**src/rtl/rng_regs_pkg.sv**
```systemverilog
package rng_regs_pkg;

    // Register byte offsets
    localparam logic [7:0]  OFS_CONTROL_AND_KEY  = 8'h00;
    localparam logic [7:0]  OFS_IRQ_ENABLE_SET   = 8'h10;
    localparam logic [7:0]  OFS_IRQ_ENABLE_CLEAR = 8'h14;
    localparam logic [7:0]  OFS_IRQ_MASK_STATE   = 8'h18;
    localparam logic [7:0]  OFS_IRQ_STATUS       = 8'h1C;
    localparam logic [7:0]  OFS_RANDOM_OUTPUT    = 8'h50;

    // Field positions
    localparam int          ENABLE_BIT           = 0;
    localparam int          READY_BIT            = 0;
    localparam int          KEY_LSB              = 8;
    localparam int          KEY_MSB              = 31;

    // Write password for the control register
    localparam logic [23:0] WRITE_PASSWORD       = 24'h524E47;

    // Reset values
    localparam logic [31:0] MASK_RESET           = 32'h0000_0000;
    localparam logic [31:0] STATUS_RESET         = 32'h0000_0000;
    localparam logic [31:0] WORD_RESET           = 32'h0000_0000;

    // Interface clock cycles per random word
    localparam int          WORD_CYCLES          = 84;

    // True for any offset that holds a register
    function automatic logic is_mapped(input logic [7:0] ofs);
        is_mapped = (ofs == OFS_CONTROL_AND_KEY)  ||
                    (ofs == OFS_IRQ_ENABLE_SET)   ||
                    (ofs == OFS_IRQ_ENABLE_CLEAR) ||
                    (ofs == OFS_IRQ_MASK_STATE)   ||
                    (ofs == OFS_IRQ_STATUS)       ||
                    (ofs == OFS_RANDOM_OUTPUT);
    endfunction : is_mapped

endpackage : rng_regs_pkg

```
**src/rtl/entropy_word_source.sv**
```systemverilog
`timescale 1ns/1ns
module entropy_word_source #(
    parameter int CYCLES = rng_regs_pkg::WORD_CYCLES  // Cycles per word
) (
    input  wire logic        pclk,        // Interface clock
    input  wire logic        presetn,     // Async reset, active low
    input  wire logic        run,         // Generation enabled
    input  wire logic        entropy_in,  // Raw bit from noise source
    output logic             word_done,   // One-cycle pulse, new word
    output logic [31:0]      word         // Latest complete word
);

    localparam logic [6:0] LAST = 7'(CYCLES - 1);  // Final count

    // Synchroniser and whitening state
    logic        s1_r, s2_r, s3_r;   // Three-stage synchroniser
    logic        bit_r, bit_nxt;     // Accepted entropy bit
    logic [31:0] mix_r, mix_nxt;     // Mixing shift register
    logic [6:0]  cnt_r, cnt_nxt;     // Cycle counter
    logic [31:0] word_r, word_nxt;   // Output word
    logic        done_r, done_nxt;   // Completion pulse

    // Next values: accept bit once stages agree, mix, count
    always_comb
    begin
        bit_nxt  = (s2_r == s3_r) ? s3_r : bit_r;
        mix_nxt  = {mix_r[30:0],
                    mix_r[31] ^ mix_r[21] ^ mix_r[1] ^ mix_r[0] ^ bit_r};
        cnt_nxt  = cnt_r;
        word_nxt = word_r;
        done_nxt = 1'b0;
        if (!run)
        begin
            cnt_nxt = 7'h00;               // Restart period on enable
        end
        else if (cnt_r == LAST)
        begin
            cnt_nxt  = 7'h00;
            word_nxt = mix_nxt;            // RQ1
            done_nxt = 1'b1;               // RQ1
        end
        else
        begin
            cnt_nxt = cnt_r + 7'h01;
        end
    end

    // Registers; source clock is foreign, so it is resynchronised here
    always_ff @(posedge pclk or negedge presetn)
    begin
        if (!presetn)
        begin
            s1_r   <= 1'b0;
            s2_r   <= 1'b0;
            s3_r   <= 1'b0;
            bit_r  <= 1'b0;
            mix_r  <= 32'h0000_0001;
            cnt_r  <= 7'h00;
            word_r <= rng_regs_pkg::WORD_RESET;
            done_r <= 1'b0;
        end
        else
        begin
            s1_r   <= entropy_in;          // RQ12
            s2_r   <= s1_r;                // RQ12
            s3_r   <= s2_r;
            bit_r  <= bit_nxt;
            mix_r  <= mix_nxt;
            cnt_r  <= cnt_nxt;
            word_r <= word_nxt;
            done_r <= done_nxt;
        end
    end

    assign word_done = done_r;
    assign word      = word_r;

endmodule : entropy_word_source

```
**src/rtl/true_random_word_source.sv**
```systemverilog
// Operation
// (RQ1) One 32-bit word every 84 cycles
// (RQ2) Enable only with matching key
// (RQ3) Wrong key ignores entire control write
// (RQ4) Enable-set bit one unmasks interrupt
// (RQ5) Enable-clear bit one masks interrupt
// (RQ6) Mask register shows interrupt enable, resets zero
// (RQ7) Interrupt on new word, drops on status read
// (RQ8) Ready flag zero when invalid or disabled
// (RQ9) Status read clears the ready flag
// (RQ10) Output register holds latest complete word
// (RQ11) Software checks flag before reading word
// (RQ12) Entropy source clocked independently of interface
// (RQ13) Unread word overwritten, flag stays set
//
// The implementer's own choice: the APB slave port.
`timescale 1ns/1ns
module true_random_word_source #(
    parameter int CYCLES = rng_regs_pkg::WORD_CYCLES  // Cycles per word
) (
    input  wire logic        pclk,        // APB clock, 100 MHz
    input  wire logic        presetn,     // Async reset, active low
    input  wire logic        psel,        // APB select
    input  wire logic        penable,     // APB access phase
    input  wire logic        pwrite,      // APB direction, 1 = write
    input  wire logic [7:0]  paddr,       // APB byte address
    input  wire logic [31:0] pwdata,      // APB write data
    output logic [31:0]      prdata,      // APB read data
    output logic             pready,      // APB ready, always high
    output logic             pslverr,     // APB error, unmapped offset
    output logic             irq,         // Interrupt, active high
    input  wire logic        entropy_in   // Raw bit from noise source
);

    // Bus phase decode
    logic        setup;          // Setup cycle
    logic        access;         // Access cycle, completes now
    logic        wr_hit;         // Completing write
    logic        rd_hit;         // Completing read

    // Register state
    logic        gen_en_r;       // Generation enabled
    logic        gen_en_nxt;
    logic        mask_r;         // Ready interrupt unmasked
    logic        mask_nxt;
    logic        flag_r;         // Word ready flag
    logic        flag_nxt;
    logic [31:0] prdata_r;       // Read data captured in setup
    logic [31:0] prdata_nxt;
    logic        err_r;          // Error captured in setup
    logic        err_nxt;

    // Generator outputs
    logic        word_done;      // New word pulse
    logic [31:0] random_word;    // Output register contents

    // Control write decodes
    logic        ctrl_wr;        // Write to control register
    logic        key_ok;         // Password matches
    logic        status_clear;   // Status read clearing a reported flag

    assign setup   = psel && !penable;
    assign access  = psel && penable;
    assign wr_hit  = access && pwrite;
    assign rd_hit  = access && !pwrite;
    assign ctrl_wr = wr_hit && (paddr == rng_regs_pkg::OFS_CONTROL_AND_KEY);
    assign key_ok  = pwdata[rng_regs_pkg::KEY_MSB:rng_regs_pkg::KEY_LSB]
                     == rng_regs_pkg::WRITE_PASSWORD;
    // Only a flag that this read actually reported is cleared
    assign status_clear = rd_hit
                          && (paddr == rng_regs_pkg::OFS_IRQ_STATUS)
                          && prdata_r[rng_regs_pkg::READY_BIT];

    // Word generator with synchronised entropy input
    entropy_word_source #(
        .CYCLES     (CYCLES)
    ) u_source (
        .pclk       (pclk),
        .presetn    (presetn),
        .run        (gen_en_r),
        .entropy_in (entropy_in),
        .word_done  (word_done),
        .word       (random_word)
    );

    // Next state of control, mask and flag
    always_comb
    begin
        gen_en_nxt = gen_en_r;
        mask_nxt   = mask_r;
        flag_nxt   = flag_r;
        if (ctrl_wr && key_ok)
        begin
            gen_en_nxt = pwdata[rng_regs_pkg::ENABLE_BIT];  // RQ2
        end
        // Bad key leaves enable untouched   RQ3
        if (wr_hit && pwdata[0]
            && (paddr == rng_regs_pkg::OFS_IRQ_ENABLE_SET))
        begin
            mask_nxt = 1'b1;                                // RQ4
        end
        else if (wr_hit && pwdata[0]
                 && (paddr == rng_regs_pkg::OFS_IRQ_ENABLE_CLEAR))
        begin
            mask_nxt = 1'b0;                                // RQ5
        end
        if (status_clear)
        begin
            flag_nxt = 1'b0;                                // RQ9
        end
        if (word_done)
        begin
            flag_nxt = 1'b1;            // Set wins over clear  RQ13
        end
        if (!gen_en_r)
        begin
            flag_nxt = 1'b0;                                // RQ8
        end
    end

    // Control, mask and flag registers
    always_ff @(posedge pclk or negedge presetn)
    begin
        if (!presetn)
        begin
            gen_en_r <= 1'b0;
            mask_r   <= rng_regs_pkg::MASK_RESET[0];
            flag_r   <= rng_regs_pkg::STATUS_RESET[0];
        end
        else
        begin
            gen_en_r <= gen_en_nxt;
            mask_r   <= mask_nxt;
            flag_r   <= flag_nxt;
        end
    end

    // Read mux, sampled in the setup cycle
    always_comb
    begin
        prdata_nxt = prdata_r;
        err_nxt    = err_r;
        if (setup)
        begin
            err_nxt    = !rng_regs_pkg::is_mapped(paddr);
            prdata_nxt = 32'h0000_0000;
            if (!pwrite)
            begin
                case (paddr)
                    rng_regs_pkg::OFS_IRQ_MASK_STATE:
                    begin
                        prdata_nxt[0] = mask_r;             // RQ6
                    end
                    rng_regs_pkg::OFS_IRQ_STATUS:
                    begin
                        prdata_nxt[0] = flag_r;             // RQ8
                    end
                    rng_regs_pkg::OFS_RANDOM_OUTPUT:
                    begin
                        prdata_nxt = random_word;           // RQ10
                    end
                    default:
                    begin
                        prdata_nxt = 32'h0000_0000;  // Write-only or hole
                    end
                endcase
            end
        end
    end

    // Read data and error registers
    always_ff @(posedge pclk or negedge presetn)
    begin
        if (!presetn)
        begin
            prdata_r <= 32'h0000_0000;
            err_r    <= 1'b0;
        end
        else
        begin
            prdata_r <= prdata_nxt;
            err_r    <= err_nxt;
        end
    end

    // Bus answers and interrupt
    assign prdata  = prdata_r;
    assign pready  = 1'b1;
    assign pslverr = err_r && access;
    assign irq     = flag_r && mask_r;                      // RQ7

    // Helper: cycles since the previous word
    logic [7:0] gap_r;           // Cycle gap counter
    logic       seen_r;          // A word was seen while enabled

    always_ff @(posedge pclk or negedge presetn)
    begin
        if (!presetn)
        begin
            gap_r  <= 8'h00;
            seen_r <= 1'b0;
        end
        else if (!gen_en_r)
        begin
            gap_r  <= 8'h00;
            seen_r <= 1'b0;
        end
        else if (word_done)
        begin
            gap_r  <= 8'h01;
            seen_r <= 1'b1;
        end
        else
        begin
            gap_r  <= gap_r + 8'h01;
        end
    end

    localparam logic [7:0] GAP = 8'(CYCLES);  // Expected word spacing
endmodule : true_random_word_source

```
**config.mk**
```make
export PLATFORM = sky130hd
export DESIGN_NAME = true_random_word_source
export DESIGN_NICKNAME = d
export VERILOG_FILES = /design/src/rtl/rng_regs_pkg.sv /design/src/rtl/entropy_word_source.sv /design/src/rtl/true_random_word_source.sv
export SDC_FILE = /design/constraint.sdc
export NUM_CORES = 1
export LEC_CHECK = 0
export BUFFER_PORTS_ARGS = -buffer_cell sky130_fd_sc_hd__clkbuf_2
export CAP_MARGIN = 20
export CORE_MARGIN = 2
export CORE_UTILIZATION = 25
export CTS_CLUSTER_DIAMETER = 60
export CTS_CLUSTER_SIZE = 14
export DETAILED_ROUTE_END_ITERATION = 8
export GPL_ROUTABILITY_DRIVEN = 0
export PLACE_DENSITY_LB_ADDON = 0.1
export SLEW_MARGIN = 20
export SYNTH_ARGS = -nofsm -noshare
export SYNTH_HDL_FRONTEND = slang
export SYNTH_HIERARCHICAL = 1
export SYNTH_SLANG_ARGS = --single-unit
export TNS_END_PERCENT = 5
```
**constraint.sdc**
```tcl
create_clock -name pclk -period 3 [get_ports pclk]
set_input_delay 0.3 -clock pclk [delete_from_list [all_inputs] [get_ports pclk]]
set_output_delay 0.3 -clock pclk [all_outputs]
set_load 0.005 [all_outputs]
```
# [Yosys cells after proc, flatten, opt, wreduce, memory -nomap -nowiden]
# Cells that the tools add are included.
[op_classes] n_bitwise=4 n_addsub=1 mux=12 eq_ne=9 reduce_logical=24
[op_table] operator="$eq 8x5->1 const B" count=4
[op_table] operator="$mux 32" count=1
[op_table] operator="$mux 31" count=1
[op_table] operator="$eq 24x23->1 const B" count=1
[op_table] operator="$mux 7" count=2
[op_table] operator="$logic_and 1x1->1" count=13
[op_table] operator="$eq 8x7->1 const B" count=1
[op_table] operator="$logic_not 8->1" count=1
[op_table] operator="$add 7x1->7 const B" count=1
[op_table] operator="$eq 7x7->1 const B" count=1
[op_table] operator="$mux 1" count=7
[op_table] operator="$logic_or 1x1->1" count=5
[op_table] operator="$xor 1x1->1" count=4
[op_table] operator="$logic_not 1->1" count=3
[op_table] operator="$ne 3x1->1 const B" count=1
[op_table] operator="$pmux 1 s3" count=1
[op_table] operator="$reduce_and 2->1" count=1
[op_table] operator="$reduce_bool 2->1" count=1
[op_table] operator="$eq 1x1->1" count=1
[word_totals] register_bits=112 elab_cells=63 output_inout_bits=35 inputBits=46

# [Logic depth before layout (Yosys ltp)]
[depth] ltp_word=7 mapped_depth=6 ltp_nobuf=4

# [Hierarchy]
# Netlist, hierarchy kept.
[by_module_without_submodules] mod="entropy_word_source" area_each_um2=2665.1 cells_per_inst=141 n_inst=1
[by_module_without_submodules] mod="true_random_word_source" area_each_um2=1508.9 cells_per_inst=117 n_inst=1

# [Worst setup path after synthesis]
# No wires, ideal clock.
[synth_path] kind="input -> register" from="in paddr[7]" to="reg gen_en_r" path_stages=4 slack_ns=1.054 t_arrival_ns=1.821 cell_sequence="or3_4 -> or4b_2 -> nor4_2 -> mux2_2"
[synth_via] elab_chain_len=3
[synth_rtl] item="start, declared" line_no="true_random_word_source.sv:26" source="input wire logic [7:0] paddr,"
[synth_rtl] item="$logic_not 8->1" line_no="true_random_word_source.sv:66" source="assign ctrl_wr = wr_hit && (paddr == rng_regs_pkg::OFS_CONTROL_AND_KEY);"
[synth_rtl] item="$logic_and 1x1->1" line_no="true_random_word_source.sv:66"
[synth_rtl] item="$logic_and 1x1->1" line_no="true_random_word_source.sv:92" source="if (ctrl_wr && key_ok)"
[synth_rtl] item="end signal, assigned" line_no="true_random_word_source.sv:132" source="gen_en_r <= gen_en_nxt;"
[synth_rtl] item="end, declared" line_no="true_random_word_source.sv:42" source="logic gen_en_r;"
# No other way between the ends.
# A chain may end at the register's enable or synchronous reset.

# [Worst setup path in the final report]
[layout_path] from="reg u_source.cnt_r[2]" to="reg u_source.word_r[10] (netlist: u_source/word[10])"
[layout_via] elab_chain_len=2
[layout_rtl] item="start, declared" line_no="entropy_word_source.sv:19" source="logic [6:0] cnt_r, cnt_nxt;"
[layout_rtl] item="start signal, assigned" line_no="entropy_word_source.sv:69" source="cnt_r <= cnt_nxt;"
[layout_rtl] item="$eq 7x7->1" line_no="entropy_word_source.sv:36" source="else if (cnt_r == LAST)"
[layout_rtl] item="$reduce_and 2->1 (no line)"
[layout_rtl] item="end signal, assigned" line_no="entropy_word_source.sv:59" source="word_r <= rng_regs_pkg::WORD_RESET;"
[layout_rtl] item="end signal, assigned" line_no="entropy_word_source.sv:70" source="word_r <= word_nxt;"
[layout_rtl] item="end, declared" line_no="entropy_word_source.sv:20" source="logic [31:0] word_r, word_nxt;"
# No other way between the ends.

==> impl_results.md <==
* Post-cts resize count at 0
* Total die area at 0.0177 mm2
* Leak pwr at 2.45 nW
* Final Cell Area at 0.00505 mm2
* Seq pwr share at 0.588
* Avg WL per Cell at 14.0 um
* Detailed-route via count at 2329
* Post-synthesis sequential area ratio at 0.672
* R2R Path Start: u_source/cnt_r[2]
* Flip-flop and latch count after synthesis at 112
* Final nets at 382
* Total GRT Usage at 0.0947
* Initial antenna violation count at 0
* Worst EP arrival at 2.41 ns
* DP HPWL at 4850 um
* Worst Path Max Fanout at 21
* Drt drc at 0
* Status: finished clean
* Vias in the first global route at 2435
* Fmax at 0.457 GHz
* Maximum clock path buffer count at 2
* Sinks on Clock Net at 112
* Later-pin clock latency in the skew report at 0.34 ns
* Setup_tns at 0 ns
* CTS tree: yes
* First-pass GRT wire length at 13100 um
* Final Cycle Share at 0.729
* Cell Area, Synth at 0.00417 mm2
* CTS clock-pin slew for the worst setup and hold paths at 0.07 ns
* TritonCTS buffer count at 9
* Die span in y at 133 um
* Synth Instances at 258
* Worst setup EP type: register
* Core area at 0.0165 mm2
* Routed Antenna Nets at 0
* Part of the power in combinational logic at 0.053
* Ratio of cells with drive above 1 in the final layout at 0.397
* Critical R2R Capture: u_source/word[10]
* Yosys cell types at 42
* Cells on worst reg2reg path at 4
* Worst R2R Setup Slack at 0.81 ns
* Final Hold Vio Count at 0
* Final Slew Violations at 0
* Relative slew margins at 0.593
* Clock Power Share at 0.358
* Min Tclk post-route at 2.19 ns
* DR pass1 iterations at 4
* Yosys warns at 6
* Ant diodes at 0
* Routed WL at 7830 um
* Vias/cell at 4.16
* Syn Nets at 305
* Layout Utilization at 0.307
* Hold Path Class: input port to asynchronous set/reset pin
* Final Setup Violations at 0
* CTS hold repair buffers at 0
* Mapped Avg Cell Area at 16.2 um2
* FP Rows at 47
* Critical path required time at 3.23 ns
* Starting Density at 0.253
* Area grow syn2layout at 21.0%
* Peak VDD IR at 0.277 mV
* Sw Ratio at 0.226
* Max-cap violations at 0
* Final Skew at 0.00783 ns
* First DRT Iteration DRCs at 94
* Worst-margin pin slew at 0.611 ns
* H-tree levels at 3
* Unrepaired setup endpoints after global routing: false
* # Post-CTS Setup Buffers at 0
* Num ports at 81
* Clock Tree Root: clkbuf_16
* Pwr Density at 631 mW/mm2
* NetSw at 0.722 mW
* Die X-Extent at 133 um
* # fillers at 1652
* Critical Path Start Type: register
* Global route total overflow at 0
* Port Buf Inserts at 72
* Pint at 2.47 mW
* Largest net degree at the start of global routing at 113
* Start point of the critical path: u_source/cnt_r[2]
* Setup Crit Path Kind: register to register
* DP Area at 0.00476 mm2
* Worst setup path endpoint: u_source/word[10]
placed cells by master, fill, tap and decap left out, types with 5 or more instances in the layout:
cell type and count:
clkbuf_2 71, dfrtp_1 111, nor2_1 7, mux2_4 29, o21ai_0 5, buf_4 5
nand2_1 8, clkbuf_16 9, a22o_1 31, nand3_1 6
logic make-up (layout without fill, tap and decap cells):
kind of cell,Yosys count,in the layout,synth area share
DFF,112,112,0.672
adders and majority gates,2,2,0.00540
muxes,33,33,0.115
AOI/OAI and AO/OA,46,46,0.0899
other,1,1,0.000898
xor gates and xnor gates,6,6,0.0159
and+or+nand+nor,47,47,0.0776
buffers and inverters,11,93,0.0234
worst max-delay path: stages (launching register included):
cell     delay (ns)
dfrtp_1        0.45
or4b_4         0.58
nor2_8         0.43
buf_4          0.29
mux2_4         0.31
layout make-up:
class | instances | area (um2) | area share
clock buffers | 14 | 274 | 0.0542
clock inverters | 2 | 12.5 | 0.00248
multi-input cells | 135 | 1270 | 0.252
flip-flops and latches | 112 | 2800 | 0.555
well taps | 220 | 275 | 0.0545
repair buffers | 77 | 413 | 0.0817
power by group through the flow:
stage | Combinational, mW | Clock [mW] | Sequential [mW]
3_3_place_gp | 0.178 | 0 | 1.91
6_report | 0.170 | 1.14 | 1.88
3_5_place_dp | 0.178 | 0 | 1.90
4_1_cts | 0.178 | 1.21 | 1.88
5_1_grt | 0.191 | 1.26 | 1.91
2_1_floorplan | 0.102 | 0 | 1.86
sequential cells by signal, summed over array words and instances (netlist names), 7 cells and up:
signal,cells
u_source/word,32
u_source/mix_r,32
u_source/cnt_r,7
prdata,32
worst min path at each step:
stage	depth (start not counted)	slack, ns	to	from
2_1_floorplan	0	0.004	err_r	presetn
3_3_place_gp	0	0.34	u_source/s2_r	u_source/s1_r
3_5_place_dp	0	0.34	u_source/s2_r	u_source/s1_r
5_1_grt	1	0.06	u_source/s1_r	entropy_in
6_report	2	0.02	prdata[26]	presetn
4_1_cts	1	0.05	u_source/s1_r	entropy_in
metal layers:
metal,track usage,vias to the layer above,routed length (um)
li1,-,1100,-
met1,0.125,1182,3720
met2,0.144,39,3670
met3,0.0400,8,347
met4,0.0248,0,83
met5,0,-,0
through the flow:
step                cells  hold slack [ns]  power [mW]  setup slack [ns]
detailed placement    544            0.336        2.08             0.780
finish                560           0.0174        3.19             0.812
global placement      544            0.340        2.09             0.785
CTS                   560           0.0524        3.27             0.766
global route          560           0.0550        3.36             0.706
floorplan             258          0.00441        1.96              1.05
Yosys cell counts, drive strengths merged:
library cell / instances / area share
or4b: 4 / 0.011
nor4: 1 / 0.0030
a22o: 31 / 0.065
a21oi: 3 / 0.0036
xnor3: 1 / 0.0054
o41a: 1 / 0.0027
or4bb: 1 / 0.0027
maj3: 1 / 0.0024
o31a: 2 / 0.0045
mux2: 33 / 0.12
nor4bb: 3 / 0.0072
nand3: 6 / 0.0072
o21a: 1 / 0.0018
nand4: 1 / 0.0015
and3: 1 / 0.0015
nand2b: 1 / 0.0015
nor3: 1 / 0.0012
o31ai: 2 / 0.0036
xnor2: 3 / 0.0063
dfstp: 1 / 0.0063
or3: 2 / 0.0042
nand3b: 2 / 0.0036
o221a: 1 / 0.0027
and2: 3 / 0.0045
nand2: 8 / 0.0072
xor2: 2 / 0.0042
dfrtp: 111 / 0.67
conb: 1 / 0.00090
ha: 1 / 0.0030
clkbuf: 4 / 0.0036
nor4b: 4 / 0.0084
nor2: 9 / 0.013
o21ai: 5 / 0.0060
buf: 7 / 0.020
Power figures use the tool's default switching activity.
